### src/verilog/ccc_pkg.sv
// Purpose: Shared constants for the four-channel capture/compare unit
// Assumes: Avalon-MM byte addresses, register index times four
// Notes:   Printed offsets are register indices, not byte addresses
package ccc_pkg;
  localparam int NCH = 4;
  localparam int TW  = 16;
  localparam int IW  = 13;
  localparam int ADDR_LSB = 2;

  // Register indices; byte address is four times the index
  localparam logic [IW-1:0] CTL0_IDX  = 13'h1f80;
  localparam logic [IW-1:0] TIME0_IDX = 13'h1f82;
  localparam logic [IW-1:0] CTL1_IDX  = 13'h1f84;
  localparam logic [IW-1:0] TIME1_IDX = 13'h1f86;
  localparam logic [IW-1:0] CTL2_IDX  = 13'h1f88;
  localparam logic [IW-1:0] TIME2_IDX = 13'h1f8a;
  localparam logic [IW-1:0] CTL3_IDX  = 13'h1f8c;
  localparam logic [IW-1:0] TIME3_IDX = 13'h1f8e;
  localparam logic [IW-1:0] STAT_IDX  = 13'h1f90;
  localparam logic [IW-1:0] MASK_IDX  = 13'h1f92;
  localparam logic [IW-1:0] TMR1_IDX  = 13'h1f94;
  localparam logic [IW-1:0] TMR2_IDX  = 13'h1f96;

  localparam logic [NCH-1:0][IW-1:0] CTL_IDX =
    {CTL3_IDX, CTL2_IDX, CTL1_IDX, CTL0_IDX};
  localparam logic [NCH-1:0][IW-1:0] TIME_IDX =
    {TIME3_IDX, TIME2_IDX, TIME1_IDX, TIME0_IDX};
  // Channels 0 and 2 have 8-bit control registers
  localparam logic [NCH-1:0][TW-1:0] CTL_MASK =
    {16'hffff, 16'h00ff, 16'hffff, 16'h00ff};

  // Reset values
  localparam logic [TW-1:0] CTL_RST  = 16'h0000;
  localparam logic [TW-1:0] TIME_RST = 16'h0000;
  localparam logic [7:0]    STAT_RST = 8'h00;

  // Control fields
  localparam int ON_RT_BIT = 0;
  localparam int ROT_BIT   = 1;
  localparam int MODE_BIT  = 2;
  localparam int EDGE_LO   = 4;
  localparam int TB_BIT    = 7;
  localparam logic [1:0] EDGE_RISE = 2'h1;
  localparam logic [1:0] EDGE_FALL = 2'h2;
  localparam logic [1:0] EDGE_BOTH = 2'h3;

  // Status and mask layout
  localparam int ST_EVT_LO = 0;
  localparam int ST_OVR_LO = 4;

  typedef enum logic [1:0] {
    CCC_BUS_IDLE = 2'b01,
    CCC_BUS_ACK  = 2'b10
  } ccc_bus_t;
endpackage : ccc_pkg

### src/verilog/ccc_unit.sv
// Purpose: Four capture/compare channels with two timers, Avalon-MM
// Assumes: 125 MHz CLK, capture pins asynchronous to CLK
// Notes:   Every access waits exactly one cycle on waitrequest
`timescale 1ns/1ns

module ccc_unit #(
  parameter int TICK_DIV = 1
) (
  input  wire logic        CLK,
  input  wire logic        RST,
  input  wire logic [15:0] AVS_ADDRESS,
  input  wire logic        AVS_READ,
  input  wire logic        AVS_WRITE,
  input  wire logic [31:0] AVS_WRITEDATA,
  input  wire logic [3:0]  AVS_BYTEENABLE,
  output logic      [31:0] AVS_READDATA,
  output logic             AVS_WAITREQUEST,
  input  wire logic [3:0]  CAP_IN,
  output logic      [3:0]  CMP_OUT,
  output logic             IRQ
);
  localparam int NCH = ccc_pkg::NCH;
  localparam int TW  = ccc_pkg::TW;
  localparam int IW  = ccc_pkg::IW;
  localparam int DW  = (TICK_DIV > 1) ? $clog2(TICK_DIV) : 1;

  // Divider must give at most one tick per cycle
  if (TICK_DIV < 1) begin : g_bad_div
    $error("TICK_DIV must be at least 1");
  end

  // Pin bus, status byte and mask byte are laid out for four channels
  if (NCH != 4) begin : g_bad_nch
    $error("Channel count must be 4 to match the pin and status layout");
  end

  // Byte-lane merge builds exactly 16 bits, so the time width is fixed
  if (TW != 16) begin : g_bad_tw
    $error("Time width must be 16 to match the byte-lane merge");
  end

  // Overrun bits sit directly above the per-channel event bits
  if (ccc_pkg::ST_OVR_LO != ccc_pkg::ST_EVT_LO + NCH) begin : g_bad_stat
    $error("Status layout must put overrun bits above event bits");
  end

  // Every control field must live in the low byte kept by all channels
  if (ccc_pkg::TB_BIT > 7) begin : g_bad_ctl
    $error("Control fields must fit in the low control byte");
  end

  // Register index must fit inside the byte address
  if (ccc_pkg::ADDR_LSB + IW > 16) begin : g_bad_idx
    $error("Register index does not fit the bus address");
  end

  ccc_pkg::ccc_bus_t       bus_state;
  logic [IW-1:0]           idx;
  logic                    req;
  logic                    acc_first;
  logic                    wr_do;
  logic [TW-1:0]           wmask;
  logic [NCH-1:0][TW-1:0]  ctl;
  logic [NCH-1:0][TW-1:0]  ch_time;
  logic [NCH-1:0]          ch_pop;
  logic [NCH-1:0]          ch_wr;
  logic [NCH-1:0]          cap_evt;
  logic [NCH-1:0]          cmp_evt;
  logic [NCH-1:0]          ovr_evt;
  logic [NCH-1:0]          cap_pulse;
  logic [NCH-1:0]          sync1;
  logic [NCH-1:0]          sync2;
  logic [NCH-1:0]          pin_q;
  logic [NCH-1:0]          clr_t1;
  logic [NCH-1:0]          clr_t2;
  logic [7:0]              status;
  logic [7:0]              mask;
  logic [7:0]              next_status;
  logic [7:0]              ev_set;
  logic [7:0]              w1c;
  logic [TW-1:0]           tmr1;
  logic [TW-1:0]           tmr2;
  logic [DW-1:0]           div_cnt;
  logic                    tick;
  logic [31:0]             next_rdata;

  ////////////////////////////////////////////////////////////////////
  // Avalon slave: one wait cycle per access. The first edge of a
  // request samples read data and pops a capture store, so the data
  // are settled a full cycle before the master takes them; a write
  // lands only on the second edge, when waitrequest is already low.
  assign idx       = AVS_ADDRESS[ccc_pkg::ADDR_LSB +: IW];
  assign req       = AVS_READ | AVS_WRITE;
  assign acc_first = req && (bus_state == ccc_pkg::CCC_BUS_IDLE);
  assign wr_do     = AVS_WRITE && (bus_state == ccc_pkg::CCC_BUS_ACK);
  assign AVS_WAITREQUEST = req && (bus_state != ccc_pkg::CCC_BUS_ACK);
  assign wmask = {{8{AVS_BYTEENABLE[1]}}, {8{AVS_BYTEENABLE[0]}}};

  // Idle takes the request, ack releases it on the next edge
  // A back-to-back request then sees one wait cycle again
  always_ff @(posedge CLK) begin
    if (RST) begin
      bus_state <= ccc_pkg::CCC_BUS_IDLE;
    end else begin
      case (bus_state)
        ccc_pkg::CCC_BUS_IDLE: begin
          if (req) begin
            bus_state <= ccc_pkg::CCC_BUS_ACK;
          end
        end
        ccc_pkg::CCC_BUS_ACK: begin
          bus_state <= ccc_pkg::CCC_BUS_IDLE;
        end
        default: begin
          bus_state <= ccc_pkg::CCC_BUS_IDLE;
        end
      endcase
    end
  end

  ////////////////////////////////////////////////////////////////////
  // Read mux; unmapped addresses read as zero
  // The map has no overlaps, so the order of the tests is moot
  // Time reads show the head of the capture store
  always_comb begin
    next_rdata = 32'h0000_0000;
    for (int i = 0; i < NCH; i++) begin
      if (idx == ccc_pkg::CTL_IDX[i]) begin
        next_rdata[TW-1:0] = ctl[i];
      end
      if (idx == ccc_pkg::TIME_IDX[i]) begin
        next_rdata[TW-1:0] = ch_time[i];
      end
    end
    if (idx == ccc_pkg::STAT_IDX) begin
      next_rdata[7:0] = status;
    end
    if (idx == ccc_pkg::MASK_IDX) begin
      next_rdata[7:0] = mask;
    end
    if (idx == ccc_pkg::TMR1_IDX) begin
      next_rdata[TW-1:0] = tmr1;
    end
    if (idx == ccc_pkg::TMR2_IDX) begin
      next_rdata[TW-1:0] = tmr2;
    end
  end

  // Data sampled on the first edge, stands until the next read
  // Sampling early keeps the pop and the returned value in step
  always_ff @(posedge CLK) begin
    if (RST) begin
      AVS_READDATA <= 32'h0000_0000;
    end else if (acc_first && AVS_READ) begin
      AVS_READDATA <= next_rdata;
    end
  end

  ////////////////////////////////////////////////////////////////////
  // Capture pins: two-flop sync, then edge detect on the second flop
  // The edge copy resets low like an idle pin, so no false edge follows
  // Pulses shorter than one cycle may be missed by the sampler
  always_ff @(posedge CLK) begin
    if (RST) begin
      sync1 <= '0;
      sync2 <= '0;
      pin_q <= '0;
    end else begin
      sync1 <= CAP_IN;
      sync2 <= sync1;
      pin_q <= sync2;
    end
  end

  ////////////////////////////////////////////////////////////////////
  // Timer tick divider; a divide of one ticks every cycle
  // Both timers share it, so their counts never drift apart
  always_ff @(posedge CLK) begin
    if (RST) begin
      div_cnt <= '0;
    end else if (tick) begin
      div_cnt <= '0;
    end else begin
      div_cnt <= div_cnt + 1'b1;
    end
  end
  assign tick = (TICK_DIV == 1) ||
                (div_cnt == DW'(TICK_DIV - 1));

  // Timers: a reset request beats the tick in the same cycle
  // Both wrap at full scale; no overflow flag is kept here
  // Several channels may ask for a reset at once; any one suffices
  always_ff @(posedge CLK) begin
    if (RST) begin
      tmr1 <= ccc_pkg::TIME_RST;
    end else if (|clr_t1) begin
      tmr1 <= ccc_pkg::TIME_RST;
    end else if (tick) begin
      tmr1 <= tmr1 + 1'b1;
    end
  end

  always_ff @(posedge CLK) begin
    if (RST) begin
      tmr2 <= ccc_pkg::TIME_RST;
    end else if (|clr_t2) begin
      tmr2 <= ccc_pkg::TIME_RST;
    end else if (tick) begin
      tmr2 <= tmr2 + 1'b1;
    end
  end

  ////////////////////////////////////////////////////////////////////
  // Per-channel control, edge select, timer routing, channel core
  // Each slice reads its own control word and both timer counts
  // and hands the chosen reference count to its channel core
  for (genvar g = 0; g < NCH; g++) begin : g_ch
    logic          cmode;
    logic          tb;
    logic          rise;
    logic          fall;
    logic [1:0]    edge_sel;
    logic [TW-1:0] ref_cnt;
    logic          rst_req;
    logic          hit_ref;

    assign cmode    = ctl[g][ccc_pkg::MODE_BIT];
    assign tb       = ctl[g][ccc_pkg::TB_BIT];
    assign edge_sel = ctl[g][ccc_pkg::EDGE_LO +: 2];
    assign rise     = sync2[g] & ~pin_q[g];
    assign fall     = ~sync2[g] & pin_q[g];
    assign ref_cnt  = tb ? tmr2 : tmr1;

    // Edge choice; code zero disables capture
    always_comb begin
      case (edge_sel)
        ccc_pkg::EDGE_RISE: cap_pulse[g] = rise;
        ccc_pkg::EDGE_FALL: cap_pulse[g] = fall;
        ccc_pkg::EDGE_BOTH: cap_pulse[g] = rise | fall;
        default:            cap_pulse[g] = 1'b0;
      endcase
    end

    // Compare resets a timer only with reset enabled; compare or
    // capture with the select bit set resets the opposite timer.
    // The target is the reference timer when hit_ref is high, else
    // the opposite one; the base bit says which timer that is, so
    // timer 1 is hit when exactly one of the two holds.
    assign rst_req = cmode ?
      (cmp_evt[g] & ctl[g][ccc_pkg::ON_RT_BIT]) :
      (cap_evt[g] & ctl[g][ccc_pkg::ROT_BIT]);
    assign hit_ref   = cmode & ~ctl[g][ccc_pkg::ROT_BIT];
    assign clr_t1[g] = rst_req & (hit_ref ^ tb);
    assign clr_t2[g] = rst_req & (hit_ref ~^ tb);

    // Register access strobes
    assign ch_pop[g] = acc_first && AVS_READ &&
                       (idx == ccc_pkg::TIME_IDX[g]);
    assign ch_wr[g]  = wr_do && (|AVS_BYTEENABLE[1:0]) &&
                       (idx == ccc_pkg::TIME_IDX[g]);

    // Control register, only implemented bits are writable
    // Channels 0 and 2 keep the low byte only; the upper byte of
    // channels 1 and 3 is plain storage with no effect here
    always_ff @(posedge CLK) begin
      if (RST) begin
        ctl[g] <= ccc_pkg::CTL_RST;
      end else if (wr_do && idx == ccc_pkg::CTL_IDX[g]) begin
        ctl[g] <= (ctl[g] & ~(wmask & ccc_pkg::CTL_MASK[g])) |
                  (AVS_WRITEDATA[TW-1:0] & wmask &
                   ccc_pkg::CTL_MASK[g]);
      end
    end

    // Write data merges the enabled lanes onto the current value,
    // so a single-byte write leaves the other byte untouched
    ccc_channel #(
      .TW (TW)
    ) u_chan (
      .clk       (CLK),
      .rst       (RST),
      .cmp_mode  (cmode),
      .on_rt     (ctl[g][ccc_pkg::ON_RT_BIT]),
      .cap_pulse (cap_pulse[g]),
      .ref_cnt   (ref_cnt),
      .pop       (ch_pop[g]),
      .wr_en     (ch_wr[g]),
      .wr_data   ((ch_time[g] & ~wmask) |
                  (AVS_WRITEDATA[TW-1:0] & wmask)),
      .time_q    (ch_time[g]),
      .cap_evt   (cap_evt[g]),
      .cmp_evt   (cmp_evt[g]),
      .ovr_evt   (ovr_evt[g])
    );
  end

  ////////////////////////////////////////////////////////////////////
  // Compare outputs: one-cycle registered pulses
  // Registered so the pins cannot glitch while the count settles
  always_ff @(posedge CLK) begin
    if (RST) begin
      CMP_OUT <= '0;
    end else begin
      CMP_OUT <= cmp_evt;
    end
  end

  ////////////////////////////////////////////////////////////////////
  // Sticky status: write one to clear, a new event wins the clear
  // Bits 3:0 mark events per channel, bits 7:4 overruns per channel
  // Letting the event win means a clear never hides a fresh event
  assign ev_set = {ovr_evt, cap_evt | cmp_evt};
  assign w1c    = (wr_do && idx == ccc_pkg::STAT_IDX &&
                   AVS_BYTEENABLE[0]) ? AVS_WRITEDATA[7:0] : 8'h00;
  assign next_status = (status & ~w1c) | ev_set;

  always_ff @(posedge CLK) begin
    if (RST) begin
      status <= ccc_pkg::STAT_RST;
    end else begin
      status <= next_status;
    end
  end

  // Mask register, same layout as status
  always_ff @(posedge CLK) begin
    if (RST) begin
      mask <= ccc_pkg::STAT_RST;
    end else if (wr_do && idx == ccc_pkg::MASK_IDX &&
                 AVS_BYTEENABLE[0]) begin
      mask <= AVS_WRITEDATA[7:0];
    end
  end

  // Level interrupt; drops as soon as software clears the cause
  // It is combinational, so sample it on CLK only
  assign IRQ = |(status & mask);
endmodule : ccc_unit

### src/verilog/ccc_channel.sv
// Purpose: One capture/compare channel with two-deep capture store
// Assumes: Edge pulse and timer values on the same clock
// Notes:   Compare mode uses the time register alone, no buffer
`timescale 1ns/1ns
module ccc_channel #(
  parameter int TW = 16
) (
  input  wire logic          clk,
  input  wire logic          rst,
  input  wire logic          cmp_mode,
  input  wire logic          on_rt,
  input  wire logic          cap_pulse,
  input  wire logic [TW-1:0] ref_cnt,
  input  wire logic          pop,
  input  wire logic          wr_en,
  input  wire logic [TW-1:0] wr_data,
  output logic      [TW-1:0] time_q,
  output logic               cap_evt,
  output logic               cmp_evt,
  output logic               ovr_evt
);
  logic [TW-1:0] buf_q;
  logic          time_full;
  logic          buf_full;
  logic          eq_q;
  logic [TW-1:0] next_time;
  logic [TW-1:0] next_buf;
  logic          next_time_full;
  logic          next_buf_full;
  logic          eq;

  ////////////////////////////////////////////////////////////////////
  // Compare fires on the cycle the count becomes equal
  assign eq      = (ref_cnt == time_q);
  assign cmp_evt = cmp_mode & eq & ~eq_q;
  assign cap_evt = ~cmp_mode & cap_pulse;

  ////////////////////////////////////////////////////////////////////
  // Read pops first, so a capture in the same cycle finds room
  always_comb begin
    next_time      = time_q;
    next_buf       = buf_q;
    next_time_full = time_full;
    next_buf_full  = buf_full;
    ovr_evt        = 1'b0;
    if (pop && !cmp_mode) begin
      if (buf_full) begin
        next_time     = buf_q;
        next_buf_full = 1'b0;
      end else begin
        next_time_full = 1'b0;
      end
    end
    if (cap_evt) begin
      if (!next_time_full) begin
        next_time      = ref_cnt;
        next_time_full = 1'b1;
      end else if (!next_buf_full) begin
        next_buf      = ref_cnt;
        next_buf_full = 1'b1;
      end else begin
        ovr_evt = 1'b1;
        if (on_rt) begin
          next_buf = ref_cnt;
        end
      end
    end
    // Software write lands at once; no buffering in compare mode
    if (wr_en) begin
      next_time = wr_data;
    end
  end

  ////////////////////////////////////////////////////////////////////
  // Storage and fill flags
  always_ff @(posedge clk) begin
    if (rst) begin
      time_q    <= ccc_pkg::TIME_RST;
      buf_q     <= ccc_pkg::TIME_RST;
      time_full <= 1'b0;
      buf_full  <= 1'b0;
    end else begin
      time_q    <= next_time;
      buf_q     <= next_buf;
      time_full <= next_time_full;
      buf_full  <= next_buf_full;
    end
  end

  // Previous match, so a standing match fires only once
  always_ff @(posedge clk) begin
    if (rst) begin
      eq_q <= 1'b0;
    end else begin
      eq_q <= eq;
    end
  end
endmodule : ccc_channel

### config.mk
export PLATFORM = sky130hd
export DESIGN_NAME = ccc_unit
export DESIGN_NICKNAME = d
export VERILOG_FILES = /design/src/verilog/ccc_pkg.sv /design/src/verilog/ccc_unit.sv /design/src/verilog/ccc_channel.sv
export SDC_FILE = /design/constraint.sdc
export NUM_CORES = 1
export LEC_CHECK = 0
export ABC_AREA = 1
export BUFFER_PORTS_ARGS = -buffer_cell sky130_fd_sc_hd__buf_2
export CAP_MARGIN = 20
export CORE_ASPECT_RATIO = 0.6
export CORE_MARGIN = 4
export CORE_UTILIZATION = 48
export CTS_CLUSTER_SIZE = 24
export DETAILED_ROUTE_END_ITERATION = 12
export PLACE_DENSITY = 0.65
export SETUP_SLACK_MARGIN = 0.1
export SYNTH_ARGS = -nofsm -noshare
export SYNTH_HDL_FRONTEND = slang
export SYNTH_SLANG_ARGS = --single-unit
### constraint.sdc
create_clock -name CLK -period 4.79 [get_ports CLK]
set_input_delay 0.2395 -clock CLK [delete_from_list [all_inputs] [get_ports CLK]]
set_output_delay 0.2395 -clock CLK [all_outputs]
set_load 0.02 [all_outputs]
==> flow_summary.ini <==
[hold_path]
whs_path_depth = 3
hold_path.class = primary input to flop

[place]
dp_hpwl_microns = 38700
gp_congestion = 0.978
placed_cells_incl_taps = 2669
portBuffers = 60

[layout]
final_core_util = 0.533
stdcell_count = 2722
nNetsFinal = 2358
final_layout_size_suffix_gt1_frac = 0.0889
area_delta_synth_final_pct = 8.99
fillers = 3127
n_antenna_cell = 0

[global_route]
grt_max_degree = 76
grt_overflow_total = 0
grtUsageTotal = 0.286
antenna_found_initial = 0
grt_pass1_wl_microns = 78800
grt_pass1_vias = 13600

[synthesis]
synth_edf_count = 0
synth-seq-area-share = 0.353
synth.distinct_cells = 52
synth_area_leader_cell = dfxtp_1
ys_warn_count = 0
synth_top_area_frac = 0.353
avgSynthCellArea_sq_um = 6.71
async_flop_share = 0
synthMostInstantiatedCell = nand2_1
synth_area_sq_um = 15300
synthTopCellsByCount = 525 x nand2_1, 309 x inv_1, 270 x dfxtp_1, 204 x o21ai_0, 197 x a21oi_1
synthTopCellsByArea = dfxtp_1 35%, nand2_1 13%, inv_1 7.6%, o21ai_0 6.7%, a21oi_1 6.4%
synthFlopType = dfxtp_1
synthesis.instances = 2280
ys_seq_elements = 270

[floorplan]
io_pins = 98
dieArea_sq_um = 34900
die_x_microns = 238
die_height_microns = 146
rows = 50
initial_core_util = 0.489
core-area_sq_um = 31300

[timing]
hold_viol = 0
setup_tns_ns = 0
slew_viol_final = 0
fin_crit_sh = 0.690
fmax_ghz = 0.303
setup_viol = 0
slew_headroom = 0.355
tightestPinTransition_ns = 0.960
finalClockSkew_ns = 0.0116
rsz0062_at_grt = no
timing.final.crit_period_ns = 3.30

[job]
cap_violations = 0

[clocking]
numCtsBuffers = 27
h-tree-depth = 1
cts_setup_buffers = 0
clk_latency_ns = 0.56
cts_tree = yes
clkTransAtPathRegs_ns = 0.07
clock_sinks = 270
postCtsHoldBufs = 5
cts_resized = 0
clock-root-buffer = clkbuf_16
cts_buffer_depth = 3

[worst_setup_path]
worstSetupEndpointType = flop
cp_max_fo = 16
r2r_cells = 11
required_ns = 5.21
crit_type = flop to flop
crit_path_start_kind = flop
cp.arrival_ns = 3.72

[route]
drc = 0
wl_microns = 51800
dr.pass1.iters = 8
ant_nets = 0
wire_per_inst_microns = 19.0
viasPerCell = 5.65
drtIter0Drc = 1799
via_count = 15400

[pwr]
ir_drop_mv = 0.261
leakage_uw = 0.00644
powerDensity_nw_per_um2 = 281

[outcome]
outcome = finished clean
==> report_power, final <==
part	switching [uW]	internal [uW]	total (uW)
clock	930	1230	2160
sequential	12.8	2260	2270
combinational	189	54.8	244
total	1130	3550	4680
==> worst paths after layout <==
| check | start | slack, ns | endpoint |
|---|---|---|---|
| worst max-delay path | flop | 1.49 | tmr1[4]$_SDFF_PP0_ |
| worst min-delay path | AVS_WRITEDATA[4] | 0.03 | mask[4]$_SDFFE_PP0P_ |
| worst max register to register | flop | 1.49 | tmr1[4]$_SDFF_PP0_ |
| worst min register to register | sync1[0]$_SDFF_PP0_ | 0.40 | sync2[0]$_SDFF_PP0_ |
==> routing by layer <==
metal | track usage | vias up | share of wire
met3 | 0.0699 | 96 | 0.10
met4 | 0.0876 | 0 | 0.034
li1 | - | 7405 | -
met1 | 0.420 | 7164 | 0.45
met2 | 0.412 | 716 | 0.41
met5 | 0 | - | 0
==> critical path: stages (launching register included) <==
cell     delay [ns]
dfxtp_1        0.71
buf_4          0.33
nor2_1         0.07
a21oi_1        0.28
xor2_1         0.20
nand3_1        0.13
nor2_1         0.50
nand4_1        0.16
nand2_1        0.15
nand2_1        0.08
nand2_2        0.40
nor3_1         0.11
==> cell families after synthesis <==
group           share of synthesized area
xor+xnor                           0.0510
other cells                      0.000245
compound gates                      0.199
buf+inv                             0.125
fa+ha+maj                         0.00818
simple gates                        0.263
flops                               0.353
==> layout make-up <==
class | instances | area, sq um | area share
clock buffer | 40 | 785 | 0.0471
clock inverter | 7 | 85.1 | 0.00510
inverter | 321 | 1210 | 0.0727
multi-input combinational | 1568 | 8040 | 0.482
sequential | 270 | 5410 | 0.324
tap | 416 | 520 | 0.0312
timing repair buffer | 100 | 623 | 0.0374
==> metrics by stage <==
step / worst slack [ns] / power, uW / hold slack [ns] / area (sq um)
6_report: 1.49 / 4680 / 0.0304 / 16700
5_1_grt: 1.37 / 4810 / 0.0393 / 16700
4_1_cts: 1.66 / 4700 / 0.0135 / 16700
3_5_place_dp: 1.35 / 2560 / 0.393 / 15700
3_3_place_gp: 1.46 / 2550 / 0.390 / 15700
2_1_floorplan: 2.87 / 2470 / 0.346 / 15300
==> placed cells by master (no fill, tap or decap), types with 9 or more instances in the layout <==
cell type,instances
inv_1,309
nand2_1,525
xor2_1,82
ha_1,10
or2_2,9
conb_1,16
nor3_2,30
buf_2,59
a21oi_1,197
a31oi_1,14
o211ai_1,60
clkbuf_16,27
nand4_1,41
o21ai_0,204
nor2_1,124
buf_4,35
o21ai_1,34
nor3_1,33
o22ai_1,12
nand3_1,105
dfxtp_1,270
No activity file was read; power rests on OpenSTA's default activity.
